--- src/mcu_seq_defs.svh ---
// Offsets, field positions, reset values and vectors of the sequencer
`ifndef MCU_SEQ_DEFS_SVH
`define MCU_SEQ_DEFS_SVH

// ---------------------------------------------------------------
// Register byte offsets
// ---------------------------------------------------------------
`define PCL_OFFSET     12'h000
`define CTRL_OFFSET    12'h004
`define STATUS_OFFSET  12'h008

// ---------------------------------------------------------------
// Control and status fields
// ---------------------------------------------------------------
`define CTRL_CLK_SEL   0
`define CTRL_RUN       1
`define CTRL_RESET     2'h2
`define ST_PC_LSB      0
`define ST_DEPTH_LSB   10
`define ST_FLAG_LSB    16
`define ST_ACC_LSB     24

// ---------------------------------------------------------------
// Status flag positions
// ---------------------------------------------------------------
`define FLAG_C         0
`define FLAG_AC        1
`define FLAG_Z         2
`define FLAG_OV        3

// ---------------------------------------------------------------
// Instruction word fields
// ---------------------------------------------------------------
`define OP_MSB         13
`define OP_LSB         11
`define FUNC_MSB       10
`define FUNC_LSB       7
`define DEST_BIT       6
`define DADDR_MSB      5
`define TARGET_MSB     9

// ---------------------------------------------------------------
// Vectors and sizes
// ---------------------------------------------------------------
`define RESET_VECTOR   10'h000
`define IRQ_VECTOR     10'h004
`define STACK_LEVELS   6

`endif

--- src/mcu_seq_pkg.sv ---
// Types shared by the program sequencer modules
package mcu_seq_pkg;

  typedef enum logic [2:0] {
    OP_NOP                         = 3'h0,
    OP_UNCONDITIONAL_BRANCH_INSTR  = 3'h1,
    OP_CALL                        = 3'h2,
    OP_SUBROUTINE_EXIT_INSTR       = 3'h3,
    OP_INTERRUPT_EXIT_INSTR        = 3'h4,
    OP_ALU                         = 3'h5,
    OP_SKIP_ZERO                   = 3'h6,
    OP_LOAD_PC_LOW_BYTE            = 3'h7
  } op_t;

  typedef enum logic [3:0] {
    F_ADD = 4'h0, F_ADC = 4'h1, F_SUB = 4'h2, F_SBC = 4'h3,
    F_DAA = 4'h4, F_AND = 4'h5, F_OR  = 4'h6, F_XOR = 4'h7,
    F_CPL = 4'h8, F_RR  = 4'h9, F_RRC = 4'ha, F_RL  = 4'hb,
    F_RLC = 4'hc, F_INC = 4'hd, F_DEC = 4'he, F_MOV = 4'hf
  } alu_func_t;

  typedef enum logic [1:0] {
    PH_T1 = 2'h0, PH_T2 = 2'h1, PH_T3 = 2'h2, PH_T4 = 2'h3
  } phase_t;

  typedef struct packed {
    phase_t      phase;
    logic [3:0]  phase_clk;
    logic [9:0]  pc;
    logic [9:0]  fetch_addr;
    logic [13:0] exec_word;
    logic        exec_valid;
    logic        flush;
    logic [7:0]  acc;
    logic [3:0]  flags;
    logic        irq_pend;
    logic        irq_ack;
    logic [5:0]  data_addr;
    logic        data_wr;
    logic [7:0]  data_wdata;
    logic [1:0]  ctrl;
    logic        pready;
    logic [31:0] prdata;
    logic        pslverr;
  } seq_state_t;

endpackage

--- src/core_if.sv ---
// Links the sequencer to its return stack and its ALU
`timescale 1ns/100ps
`default_nettype none
interface core_if;
  import mcu_seq_pkg::*;
  logic       push;
  logic       pop;
  logic [9:0] push_data;
  logic [9:0] top_data;
  logic [2:0] depth;
  logic       full;
  alu_func_t  func;
  logic [7:0] alu_a;
  logic [7:0] alu_b;
  logic [7:0] alu_result;
  logic [3:0] flags_in;
  logic [3:0] flags_out;
  modport stack_side (input push, pop, push_data,
                      output top_data, depth, full);
  modport alu_side (input func, alu_a, alu_b, flags_in,
                    output alu_result, flags_out);
endinterface
`default_nettype wire

--- src/return_stack.sv ---
// Hidden return stack for program counter values
`timescale 1ns/100ps
`default_nettype none
`include "mcu_seq_defs.svh"
module return_stack import mcu_seq_pkg::*; #(
  parameter int LEVELS = `STACK_LEVELS
) (
  // Clock and reset
  input wire logic      pclk,
  input wire logic      presetn,
  // Sequencer side
  core_if.stack_side    cif
);
  typedef struct packed {
    logic [LEVELS-1:0][9:0] slot;
    logic [2:0]             wr_ptr;
    logic [2:0]             count;
  } stack_state_t;

  localparam logic [2:0] LAST = 3'(LEVELS - 1);
  localparam logic [2:0] FULL = 3'(LEVELS);

  if (LEVELS < 2 || LEVELS > 7) begin : g_bad_levels
    $error("return_stack: LEVELS must be 2 to 7");
  end

  stack_state_t s_q;
  stack_state_t s_d;
  logic [2:0]   top_idx;

  assign top_idx       = (s_q.wr_ptr == 3'h0) ? LAST : s_q.wr_ptr - 3'h1;
  assign cif.top_data  = s_q.slot[top_idx];
  assign cif.depth     = s_q.count;
  assign cif.full      = (s_q.count == FULL);

  // Circular slots: a push when full overwrites the oldest entry
  always_comb begin
    s_d = s_q;
    if (cif.push) begin
      s_d.slot[s_q.wr_ptr] = cif.push_data;
      s_d.wr_ptr = (s_q.wr_ptr == LAST) ? 3'h0 : s_q.wr_ptr + 3'h1;
      if (s_q.count != FULL) begin
        s_d.count = s_q.count + 3'h1;
      end
    end else if (cif.pop && s_q.count != 3'h0) begin
      s_d.wr_ptr = top_idx;
      s_d.count  = s_q.count - 3'h1;
    end
  end

  // Empty stack after any reset
  always_ff @(posedge pclk or negedge presetn) begin
    if (!presetn) begin
      s_q <= '0;
    end else begin
      s_q <= s_d;
    end
  end
endmodule
`default_nettype wire

--- src/alu8.sv ---
// Eight-bit ALU with status flag generation
`timescale 1ns/100ps
`default_nettype none
`include "mcu_seq_defs.svh"
module alu8 import mcu_seq_pkg::*; (
  // Operands, function and flags
  core_if.alu_side aif
);
  logic       sub;
  logic       cin;
  logic [7:0] a;
  logic [7:0] b;
  logic [7:0] bsel;
  logic [8:0] sum;
  logic [4:0] half;
  logic [7:0] adj;
  logic [8:0] dsum;
  logic [7:0] res;
  logic [3:0] fl;

  assign a    = aif.alu_a;
  assign b    = aif.alu_b;
  assign sub  = (aif.func == F_SUB) || (aif.func == F_SBC);
  assign bsel = sub ? ~b : b;
  // Carry flag high means no borrow on subtract
  assign cin  = (aif.func == F_ADC || aif.func == F_SBC) ?
                aif.flags_in[`FLAG_C] : sub;
  assign sum  = {1'b0, a} + {1'b0, bsel} + {8'h00, cin};
  assign half = {1'b0, a[3:0]} + {1'b0, bsel[3:0]} + {4'h0, cin};
  assign adj  = {(a[7:4] > 4'h9 || aif.flags_in[`FLAG_C] ||
                  (a[7:4] == 4'h9 && a[3:0] > 4'h9)) ? 4'h6 : 4'h0,
                 (a[3:0] > 4'h9 || aif.flags_in[`FLAG_AC]) ? 4'h6 : 4'h0};
  assign dsum = {1'b0, a} + {1'b0, adj};

  always_comb begin
    res = b;
    fl  = aif.flags_in;
    unique case (aif.func)
      F_ADD, F_ADC, F_SUB, F_SBC: begin
        res          = sum[7:0];
        fl[`FLAG_C]  = sum[8];
        fl[`FLAG_AC] = half[4];
        fl[`FLAG_OV] = (a[7] == bsel[7]) && (sum[7] != a[7]);
      end
      F_DAA: begin
        res         = dsum[7:0];
        fl[`FLAG_C] = aif.flags_in[`FLAG_C] | dsum[8];
      end
      F_AND: res = a & b;
      F_OR:  res = a | b;
      F_XOR: res = a ^ b;
      F_CPL: res = ~b;
      F_RR:  res = {b[0], b[7:1]};
      F_RRC: begin
        res         = {aif.flags_in[`FLAG_C], b[7:1]};
        fl[`FLAG_C] = b[0];
      end
      F_RL:  res = {b[6:0], b[7]};
      F_RLC: begin
        res         = {b[6:0], aif.flags_in[`FLAG_C]};
        fl[`FLAG_C] = b[7];
      end
      F_INC: res = b + 8'h01;
      F_DEC: res = b - 8'h01;
      F_MOV: res = b;
    endcase
    // Rotates leave the zero flag alone
    if (!(aif.func inside {F_RR, F_RRC, F_RL, F_RLC})) begin
      fl[`FLAG_Z] = (res == 8'h00);
    end
  end

  assign aif.alu_result = res;
  assign aif.flags_out  = fl;
endmodule
`default_nettype wire

--- src/mcu_program_sequencer.sv ---
// Program sequencer: phases, fetch pipeline, counter, stack, ALU, APB
`timescale 1ns/100ps
`default_nettype none
`include "mcu_seq_defs.svh"
module mcu_program_sequencer import mcu_seq_pkg::*; #(
  parameter int         STACK_LEVELS = `STACK_LEVELS,
  parameter logic [9:0] IRQ_VECTOR   = `IRQ_VECTOR
) (
  // Clock and reset
  input  wire logic        pclk,
  input  wire logic        presetn,
  // APB slave
  input  wire logic        psel,
  input  wire logic        penable,
  input  wire logic        pwrite,
  input  wire logic [11:0] paddr,
  input  wire logic [31:0] pwdata,
  output logic      [31:0] prdata,
  output logic             pready,
  output logic             pslverr,
  // Oscillator ticks, one pclk wide
  input  wire logic        fast_internal_oscillator,
  input  wire logic        slow_internal_oscillator,
  // Program memory
  output logic      [9:0]  prog_addr,
  input  wire logic [13:0] prog_rdata,
  // Data memory
  output logic      [5:0]  data_addr,
  input  wire logic [7:0]  data_rdata,
  output logic             data_wr,
  output logic      [7:0]  data_wdata,
  // Interrupt
  input  wire logic        irq_req,
  output logic             irq_ack,
  // Phase indication
  output logic      [3:0]  instruction_phase_clocks
);
  // ---------------------------------------------------------------
  // Elaboration checks and reset image
  // ---------------------------------------------------------------
  if (STACK_LEVELS < 2 || STACK_LEVELS > 7) begin : g_bad_levels
    $error("mcu_program_sequencer: STACK_LEVELS must be 2 to 7");
  end

  // Fetch of the vector is already in flight while reset is held
  localparam seq_state_t SEQ_RESET = '{
    phase: PH_T1, phase_clk: 4'h1, pc: 10'(`RESET_VECTOR + 10'h001),
    fetch_addr: `RESET_VECTOR, exec_word: 14'h0000, exec_valid: 1'b0,
    flush: 1'b0, acc: 8'h00, flags: 4'h0, irq_pend: 1'b0,
    irq_ack: 1'b0, data_addr: 6'h00, data_wr: 1'b0,
    data_wdata: 8'h00, ctrl: `CTRL_RESET, pready: 1'b0,
    prdata: 32'h0000_0000, pslverr: 1'b0};

  // ---------------------------------------------------------------
  // Submodules
  // ---------------------------------------------------------------
  core_if cif ();

  return_stack #(
    .LEVELS  (STACK_LEVELS)
  ) u_stack (
    .pclk    (pclk),
    .presetn (presetn),
    .cif     (cif.stack_side)
  );

  alu8 u_alu (
    .aif     (cif.alu_side)
  );

  // ---------------------------------------------------------------
  // Decode helpers
  // ---------------------------------------------------------------
  seq_state_t s_q;
  seq_state_t s_d;
  logic       tick;
  logic       end_cycle;
  op_t        op;
  logic       live;
  logic       apb_access;
  logic       apb_write;
  logic       hit;
  logic [31:0] rd_word;
  logic       redirect;
  logic [9:0] target;

  // Slow or fast oscillator paces the phases
  assign tick = s_q.ctrl[`CTRL_CLK_SEL] ? slow_internal_oscillator
                                        : fast_internal_oscillator;
  assign end_cycle  = tick && s_q.ctrl[`CTRL_RUN] && s_q.phase == PH_T4;
  assign op         = op_t'(s_q.exec_word[`OP_MSB:`OP_LSB]);
  assign live       = s_q.exec_valid && !s_q.flush;
  assign apb_access = psel && penable && !s_q.pready;
  assign apb_write  = psel && penable && s_q.pready && pwrite;

  // Accumulator against memory operand
  assign cif.func      = alu_func_t'(s_q.exec_word[`FUNC_MSB:`FUNC_LSB]);
  assign cif.alu_a     = s_q.acc;
  assign cif.alu_b     = data_rdata;
  assign cif.flags_in  = s_q.flags;
  assign cif.push_data = s_q.fetch_addr;

  // ---------------------------------------------------------------
  // Register read mux
  // ---------------------------------------------------------------
  always_comb begin
    rd_word = 32'h0000_0000;
    hit     = 1'b1;
    unique case (paddr)
      `PCL_OFFSET: rd_word[7:0] = s_q.pc[7:0];
      `CTRL_OFFSET: rd_word[1:0] = s_q.ctrl;
      `STATUS_OFFSET: begin
        rd_word[`ST_PC_LSB +: 10]   = s_q.pc;
        // Stack pointer stays hidden from software
        rd_word[`ST_FLAG_LSB +: 4]  = s_q.flags;
        rd_word[`ST_ACC_LSB +: 8]   = s_q.acc;
      end
      default: hit = 1'b0;
    endcase
  end

  // ---------------------------------------------------------------
  // Next state
  // ---------------------------------------------------------------
  always_comb begin
    s_d          = s_q;
    s_d.irq_ack  = 1'b0;
    s_d.data_wr  = 1'b0;
    s_d.pready   = 1'b0;
    s_d.pslverr  = 1'b0;
    cif.push     = 1'b0;
    cif.pop      = 1'b0;
    redirect     = 1'b0;
    target       = s_q.pc;

    // Request latched until it can be acknowledged
    if (irq_req) begin
      s_d.irq_pend = 1'b1;
    end

    if (tick && s_q.ctrl[`CTRL_RUN]) begin
      s_d.phase     = phase_t'(2'(s_q.phase + 2'h1));
      s_d.phase_clk = {s_q.phase_clk[2:0], s_q.phase_clk[3]};
    end

    if (end_cycle) begin
      if (live) begin
        unique case (op)
          OP_NOP: begin
          end
          OP_UNCONDITIONAL_BRANCH_INSTR: begin
            redirect = 1'b1;
            target   = s_q.exec_word[`TARGET_MSB:0];
          end
          OP_CALL: begin
            cif.push = 1'b1;
            redirect = 1'b1;
            target   = s_q.exec_word[`TARGET_MSB:0];
          end
          OP_SUBROUTINE_EXIT_INSTR, OP_INTERRUPT_EXIT_INSTR: begin
            cif.pop  = 1'b1;
            redirect = 1'b1;
            target   = cif.top_data;
          end
          OP_ALU: begin
            s_d.flags = cif.flags_out;
            if (s_q.exec_word[`DEST_BIT]) begin
              s_d.data_wr    = 1'b1;
              s_d.data_wdata = cif.alu_result;
            end else begin
              s_d.acc = cif.alu_result;
            end
          end
          OP_SKIP_ZERO: begin
            // Drop the prefetched word, fetch the one after it
            if (s_q.flags[`FLAG_Z]) begin
              redirect = 1'b1;
              target   = s_q.pc;
            end
          end
          OP_LOAD_PC_LOW_BYTE: begin
            redirect = 1'b1;
            target   = {s_q.fetch_addr[9:8], s_q.acc};
          end
        endcase
      end

      // Software write already placed the new counter value
      if (s_q.flush) begin
        redirect = 1'b1;
        target   = s_q.pc;
      end

      // Acknowledge waits for a free stack level
      if (!redirect && s_q.irq_pend && !cif.full) begin
        cif.push     = 1'b1;
        redirect     = 1'b1;
        target       = IRQ_VECTOR;
        s_d.irq_pend = irq_req;
        s_d.irq_ack  = 1'b1;
      end

      if (redirect) begin
        s_d.fetch_addr = target;
        s_d.pc         = 10'(target + 10'h001);
        s_d.exec_valid = 1'b0;
      end else begin
        s_d.fetch_addr = s_q.pc;
        s_d.pc         = 10'(s_q.pc + 10'h001);
        s_d.exec_word  = prog_rdata;
        s_d.exec_valid = 1'b1;
        s_d.data_addr  = prog_rdata[`DADDR_MSB:0];
      end
      s_d.flush = 1'b0;
    end

    // APB: one wait state, then the answer with pready high
    if (apb_access) begin
      s_d.pready  = 1'b1;
      s_d.prdata  = pwrite ? 32'h0000_0000 : rd_word;
      s_d.pslverr = !hit;
    end
    if (apb_write && paddr == `PCL_OFFSET) begin
      s_d.pc[7:0] = pwdata[7:0];
      s_d.flush   = 1'b1;
    end
    if (apb_write && paddr == `CTRL_OFFSET) begin
      s_d.ctrl = pwdata[1:0];
    end
  end

  always_ff @(posedge pclk or negedge presetn) begin
    if (!presetn) begin
      s_q <= SEQ_RESET;
    end else begin
      s_q <= s_d;
    end
  end

  // ---------------------------------------------------------------
  // Outputs
  // ---------------------------------------------------------------
  assign prdata                   = s_q.prdata;
  assign pready                   = s_q.pready;
  assign pslverr                  = s_q.pslverr;
  assign prog_addr                = s_q.fetch_addr;
  assign data_addr                = s_q.data_addr;
  assign data_wr                  = s_q.data_wr;
  assign data_wdata               = s_q.data_wdata;
  assign irq_ack                  = s_q.irq_ack;
  assign instruction_phase_clocks = s_q.phase_clk;
endmodule
`default_nettype wire

--- config.mk ---
export PLATFORM = sky130hd
export DESIGN_NAME = mcu_program_sequencer
export DESIGN_NICKNAME = d
export VERILOG_FILES = /design/src/mcu_seq_pkg.sv /design/src/core_if.sv /design/src/return_stack.sv /design/src/alu8.sv /design/src/mcu_program_sequencer.sv
export VERILOG_INCLUDE_DIRS = /design/src
export SDC_FILE = /design/constraint.sdc
export NUM_CORES = 1
export LEC_CHECK = 0
export ABC_AREA = 1
export BUFFER_PORTS_ARGS = -buffer_cell sky130_fd_sc_hd__buf_2
export CAP_MARGIN = 40
export CELL_PAD_IN_SITES_DETAIL_PLACEMENT = 1
export CELL_PAD_IN_SITES_GLOBAL_PLACEMENT = 2
export CORE_UTILIZATION = 36
export DETAILED_ROUTE_END_ITERATION = 8
export PLACE_DENSITY = 0.95
export SLEW_MARGIN = 20
export SYNTH_ARGS = -nofsm -noshare
export SYNTH_HDL_FRONTEND = slang
export SYNTH_HIERARCHICAL = 1
export SYNTH_SLANG_ARGS = --single-unit
--- constraint.sdc ---
create_clock -name pclk -period 6.45 [get_ports pclk]
set_clock_uncertainty 0.2 [all_clocks]
set_input_delay 0.645 -clock pclk [delete_from_list [all_inputs] [get_ports pclk]]
set_output_delay 0.645 -clock pclk [all_outputs]
set_load 0.005 [all_outputs]
**Word level (Yosys, flattened, before mapping)**

Cells that the tools add are included.

- Output and inout bits: 64
- Input port bits: 74
- Bits in registers: 173
- Logic and storage cells: 197

- Mux-type cells: 62
- Reduce and logical (&&, ||, !) cells: 47
- Equal/unequal tests: 32
- Bitwise logic cells: 8
- $lt $le $gt $ge: 5
- Add/sub/neg operators: 14

Operators with widths:

| operator | number |
|---|---|
| $pmux W8 S13 | 1 |
| $mux W63 | 1 |
| $bwmux W60 | 1 |
| $mux W10 | 6 |
| $eq A4 B4 Y1 const B | 9 |
| $mux W34 | 1 |
| $mux W32 | 1 |
| $mux W8 | 4 |
| $bmux W10 S3 | 1 |
| $demux W10 S3 | 1 |
| $pmux W10 S3 | 1 |
| $mux W9 | 3 |
| $mux W12 | 2 |
| $mux W6 | 4 |
| $mux W1 | 22 |
| $add A10 B1 Y10 const B | 2 |
| $mux W20 | 1 |
| $reduce_and A4 Y1 | 5 |
| $add A8 B8 Y9 | 2 |
| $eq A3 B3 Y1 const B | 6 |
| $eq A4 B3 Y1 const B | 4 |
| $logic_and A1 B1 Y1 | 15 |
| $mux W3 | 5 |
| $mux W14 | 1 |
| 47 further kinds | 69 |

**Longest topological paths before layout**

- Word-level depth: 15
- Mapped depth: 25
- Gate-level depth less buffers: 24

**Hierarchy**

Netlist, hierarchy kept.

Modules (own cells, without submodules):

| module | cells each | area each (µm²) | instances |
|---|---|---|---|
| mcu_program_sequencer | 606 | 4,982.3 | 1 |
| return_stack | 442 | 3,475.8 | 1 |
| alu8 | 396 | 2,093.3 | 1 |

**Worst setup path before layout**

No wires, ideal clock.

- Kind: register to register
- Start: register s_q, in the netlist cif.func[2]
- End: register s_q, in the netlist cif.flags_in[2]
- Setup time: 83 ps
- Data arrival time: 3,209 ps
- Path slack: 2,959 ps
- Data required time: 6,167 ps
- Cell stages (with the launch flop): 19
- Path through: dfrtp_1 inv_1 nand2_1 buf_4 clkinv_1 nand2_2 xor2_1 fa_1 fa_1 o21ai_0 a21oi_1 o21ai_0 xor2_1 nand2_1 nand2_1 nand4_1 nand2_1 nand2_1 o21ai_0

- Longest elaborated chain between the ends: 7

Ends and longest elaborated chain:

| item | line | RTL |
|---|---|---|
| start: declaration | mcu_program_sequencer.sv:74 | `seq_state_t s_q;` |
| start signal: assignment | mcu_program_sequencer.sv:234 | `s_q <= SEQ_RESET;` |
| start signal: assignment | mcu_program_sequencer.sv:236 | `s_q <= s_d;` |
| $eq A4 B2 Y1 (on tied branches) | alu8.sv:23, alu8.sv:38, alu8.sv:26 |  |
| $logic_or A1 B1 Y1 | alu8.sv:23 | `assign sub = (aif.func == F_SUB) \|\| (aif.func == F_SBC);` |
| $mux W8 | alu8.sv:24 | `assign bsel = sub ? ~b : b;` |
| $add A8 B8 Y9 | alu8.sv:28 | `assign sum = {1'b0, a} + {1'b0, bsel} + {8'h00, cin};` |
| $add A9 B1 Y9 | alu8.sv:28 |  |
| $pmux W8 S13 | alu8.sv:38 | `unique case (aif.func)` |
| $logic_not A8 Y1 | alu8.sv:69 | `` fl[`FLAG_Z] = (res == 8'h00); `` |

Parallel ways exist; a longest one is shown, timed or not.
A chain may end at the register's enable or synchronous reset.

**Final worst setup path**

Ends and elaborated chain as after synthesis.

==> results.sh <==
export IMPL_syn_area_mm2=0.01053
export IMPL_drv_cap=0
export IMPL_die_area_mm2=0.02993
export IMPL_avgSynthCellArea_um2=7.307
export IMPL_power_density_mw_per_mm2=412.9
export IMPL_instances_no_fill=1873
export IMPL_hold_class="in -> reg"
export IMPL_pin_count=138
export IMPL_drt_wl_total_mm=32.34
export IMPL_wl_per_cell_um=17.27
export IMPL_cts_resized=0
export IMPL_critical_path_class="reg -> reg"
export IMPL_hold_violations=0
export IMPL_rsz0062_at_grt="false"
export IMPL_postSynthCellCount=1441
export IMPL_pwr_share_clk=0.226
export IMPL_rows=62
export IMPL_p_int_w=0.002574
export IMPL_p_sw_frac=0.4582
export IMPL_cts_clk_slew_worst_paths_ps=60
export IMPL_report_power_total_w=0.004751
export IMPL_p_leak_nw=6.027
export IMPL_dpl_hpwl_mm=24.06
export IMPL_worst_slew_pin_slew_ps=824.6
export IMPL_die_h_um=173.0
export IMPL_timing_fmax_mhz=220.0
export IMPL_start_util=0.3668
export IMPL_crit_chain="inv_1, nand2_1, clkinv_1, nand2_2, xor2_1, fa_1, fa_1, o21ai_0, a21oi_1, o21ai_0, xor2_1, nand2_1, nand2_1, nand4_1, nand2_1, nand2_1, o21ai_0"
export IMPL_worstHoldStart="irq_req"
export IMPL_pwr_share_seq=0.314
export IMPL_synthToLayoutAreaGrowth_pct=9.304
export IMPL_cp_common_cell="nand2_1"
export IMPL_slowest_delay_ps=520
export IMPL_crit_slowest_cell="dfrtp_1"
export IMPL_reg2reg_to="cif.flags_in[2]$_DFFE_PN0P_"
export IMPL_viasPerCell=5.032
export IMPL_crit_path_max_fanout=11
export IMPL_cpLargestDelayFamily="simple AND/OR/NAND/NOR gates"
export IMPL_relSlewSlack=0.4503
export IMPL_end_kind="flip-flop"
export IMPL_crit_arrival_ps=4700
export IMPL_reg2reg_slack_ps=1910
export IMPL_tns_ps=0
export IMPL_htree_levels=4
export IMPL_holdBufCountCts=1
export IMPL_insertion_delay_ps=440
export IMPL_first_iter_violations=421
export IMPL_cts_sink_count=157
export IMPL_worstHoldPathCells=2
export IMPL_die_x_um=173.0
export IMPL_combPwrFrac=0.460
export IMPL_cts_root_buf="clkbuf_16"
export IMPL_cp_start_kind="flip-flop"
export IMPL_placed_cell_area_mm2=0.01087
export IMPL_drtAntennaViolNets=0
export IMPL_dp_cells=1840
export IMPL_n_antenna_cell=0
export IMPL_cp_required_ps=6610
export IMPL_timing_final_crit_share=0.7046
export IMPL_crit_buf_inv=2
export IMPL_yosys_warnings=6
export IMPL_grt_first_pass_wirelength_mm=52.67
export IMPL_fp_coreArea_mm2=0.02870
export IMPL_dr_pass1_iters=4
export IMPL_r2r_cells=17
export IMPL_final_cell_area_mm2=0.01151
export IMPL_holdPathEnd="s_q[52]$_DFF_PN0_"
export IMPL_cts_tree="yes"
export IMPL_setup_viol_count_final=0
export IMPL_drcViolationCount=0
export IMPL_grt_total_usage=0.2224
export IMPL_grt_remaining_overflow=0
export IMPL_status="completed"
export IMPL_maxSlewViolCount=0
export IMPL_vias=9425
export IMPL_final_core_util=0.4010
export IMPL_r2r_start="cif.func[2]$_DFFE_PN0P_"
export IMPL_numCtsBuffers=17
export IMPL_drive_above_1_share=0.1645
export IMPL_nets=1586
export IMPL_grt_max_degree=54
export IMPL_cts_setup_buffers=0
export IMPL_p_sw_w=0.002177
export IMPL_io_buffers=103
export IMPL_ctsLongestPathBuffers=2
export IMPL_antenna_found_initial=0
export IMPL_gp_congestion=0.9197
export IMPL_ir_worst_vdd_v=0.0002264
export IMPL_min_period_ps=4545
export IMPL_grt_pass1_vias=9728
how the worst max path moves through the flow:
stage / start / endpoint / slack (ps) / depth (start not counted)
final: cif.func[2]$_DFFE_PN0P_ / cif.flags_in[2]$_DFFE_PN0P_ / 1910 / 17
after global routing: cif.func[2]$_DFFE_PN0P_ / cif.flags_in[2]$_DFFE_PN0P_ / 1680 / 17
after CTS: cif.func[2]$_DFFE_PN0P_ / cif.flags_in[2]$_DFFE_PN0P_ / 2000 / 17
after detailed placement: cif.func[2]$_DFFE_PN0P_ / cif.flags_in[2]$_DFFE_PN0P_ / 2020 / 17
after global placement: cif.func[2]$_DFFE_PN0P_ / cif.flags_in[2]$_DFFE_PN0P_ / 2060 / 17
after floorplan: cif.func[2]$_DFFE_PN0P_ / cif.flags_in[2]$_DFFE_PN0P_ / 2960 / 18
placed cells by master (no fill, tap or decap), types with 5 or more instances in the layout:
master,instances
nand3_1,107
o21ai_1,34
nand4_1,6
o21ai_2,23
inv_1,126
o31ai_1,19
clkbuf_16,17
clkbuf_8,5
buf_4,5
inv_2,13
nand3_2,5
o21ai_0,81
o211ai_1,8
conb_1,10
dfrtp_1,154
nor2_2,5
xor2_1,16
nand2_2,31
nand2_1,485
ha_1,32
nor2_1,93
nand2_4,5
a21oi_1,32
o221ai_1,5
nor3_1,6
mux2_2,5
buf_2,102
nor2_4,6
per-stage QoR:
stage	setup slack [ps]	hold WS, ps
floorplan	2959	149.4
CTS	1998	201.7
global route	1682	216.5
detailed placement	2020	261.9
finish	1905	214.7
global placement	2064	256.7
flip-flops by register name (all words and copies together) (netlist names):
register                  flops
pready                        1
cif.alu_a                     8
data_wr                       1
prdata                       22
cif.flags_in                  4
instruction_phase_clocks      4
pslverr                       1
irq_ack                       1
data_wdata                    8
s_q                          24
u_stack/cif.depth             3
cif.func                      4
prog_addr                    10
op                            3
u_stack/s_q                  63
layer usage:
| layer | global-route usage | wire length [um] | vias to the layer above |
|---|---|---|---|
| met2 | 0.3735 | 15430 | 187 |
| li1 | - | - | 4638 |
| met3 | 0.03496 | 1191 | 32 |
| met4 | 0.05789 | 447 | 0 |
| met5 | 0 | 0 | - |
| met1 | 0.2976 | 15280 | 4568 |
power groups by stage:
stage | Sequential, W | Combinational [W] | Clock [W]
6_report | 0.00149 | 0.00218 | 0.00107
5_1_grt | 0.00153 | 0.00244 | 0.00113
4_1_cts | 0.00149 | 0.00219 | 0.00109
3_5_place_dp | 0.00151 | 0.00217 | 0
3_3_place_gp | 0.00149 | 0.00211 | 0
2_1_floorplan | 0.00141 | 0.00168 | 0
final cells by class:
| cell class | count | area [um2] |
|---|---|---|
| inverters | 144 | 543.0 |
| fillers | 3693 | 17190 |
| well taps | 384 | 480.5 |
| clock inverters | 9 | 131.4 |
| clock buffers | 23 | 498.0 |
| flip-flops and latches | 157 | 3933 |
| repair buffers | 110 | 596.8 |
| multi-input cells | 1046 | 5326 |
worst reg2reg max path: stages (launching register included):
cell and delay, ps:
dfrtp_1 520, inv_1 140, nand2_1 390, clkinv_1 430
nand2_2 340, xor2_1 140, fa_1 450, fa_1 420
o21ai_0 390, a21oi_1 130, o21ai_0 270, xor2_1 180
nand2_1 60, nand2_1 100, nand4_1 90, nand2_1 70
nand2_1 50, o21ai_0 90
No activity file was read; power rests on OpenSTA's default activity.
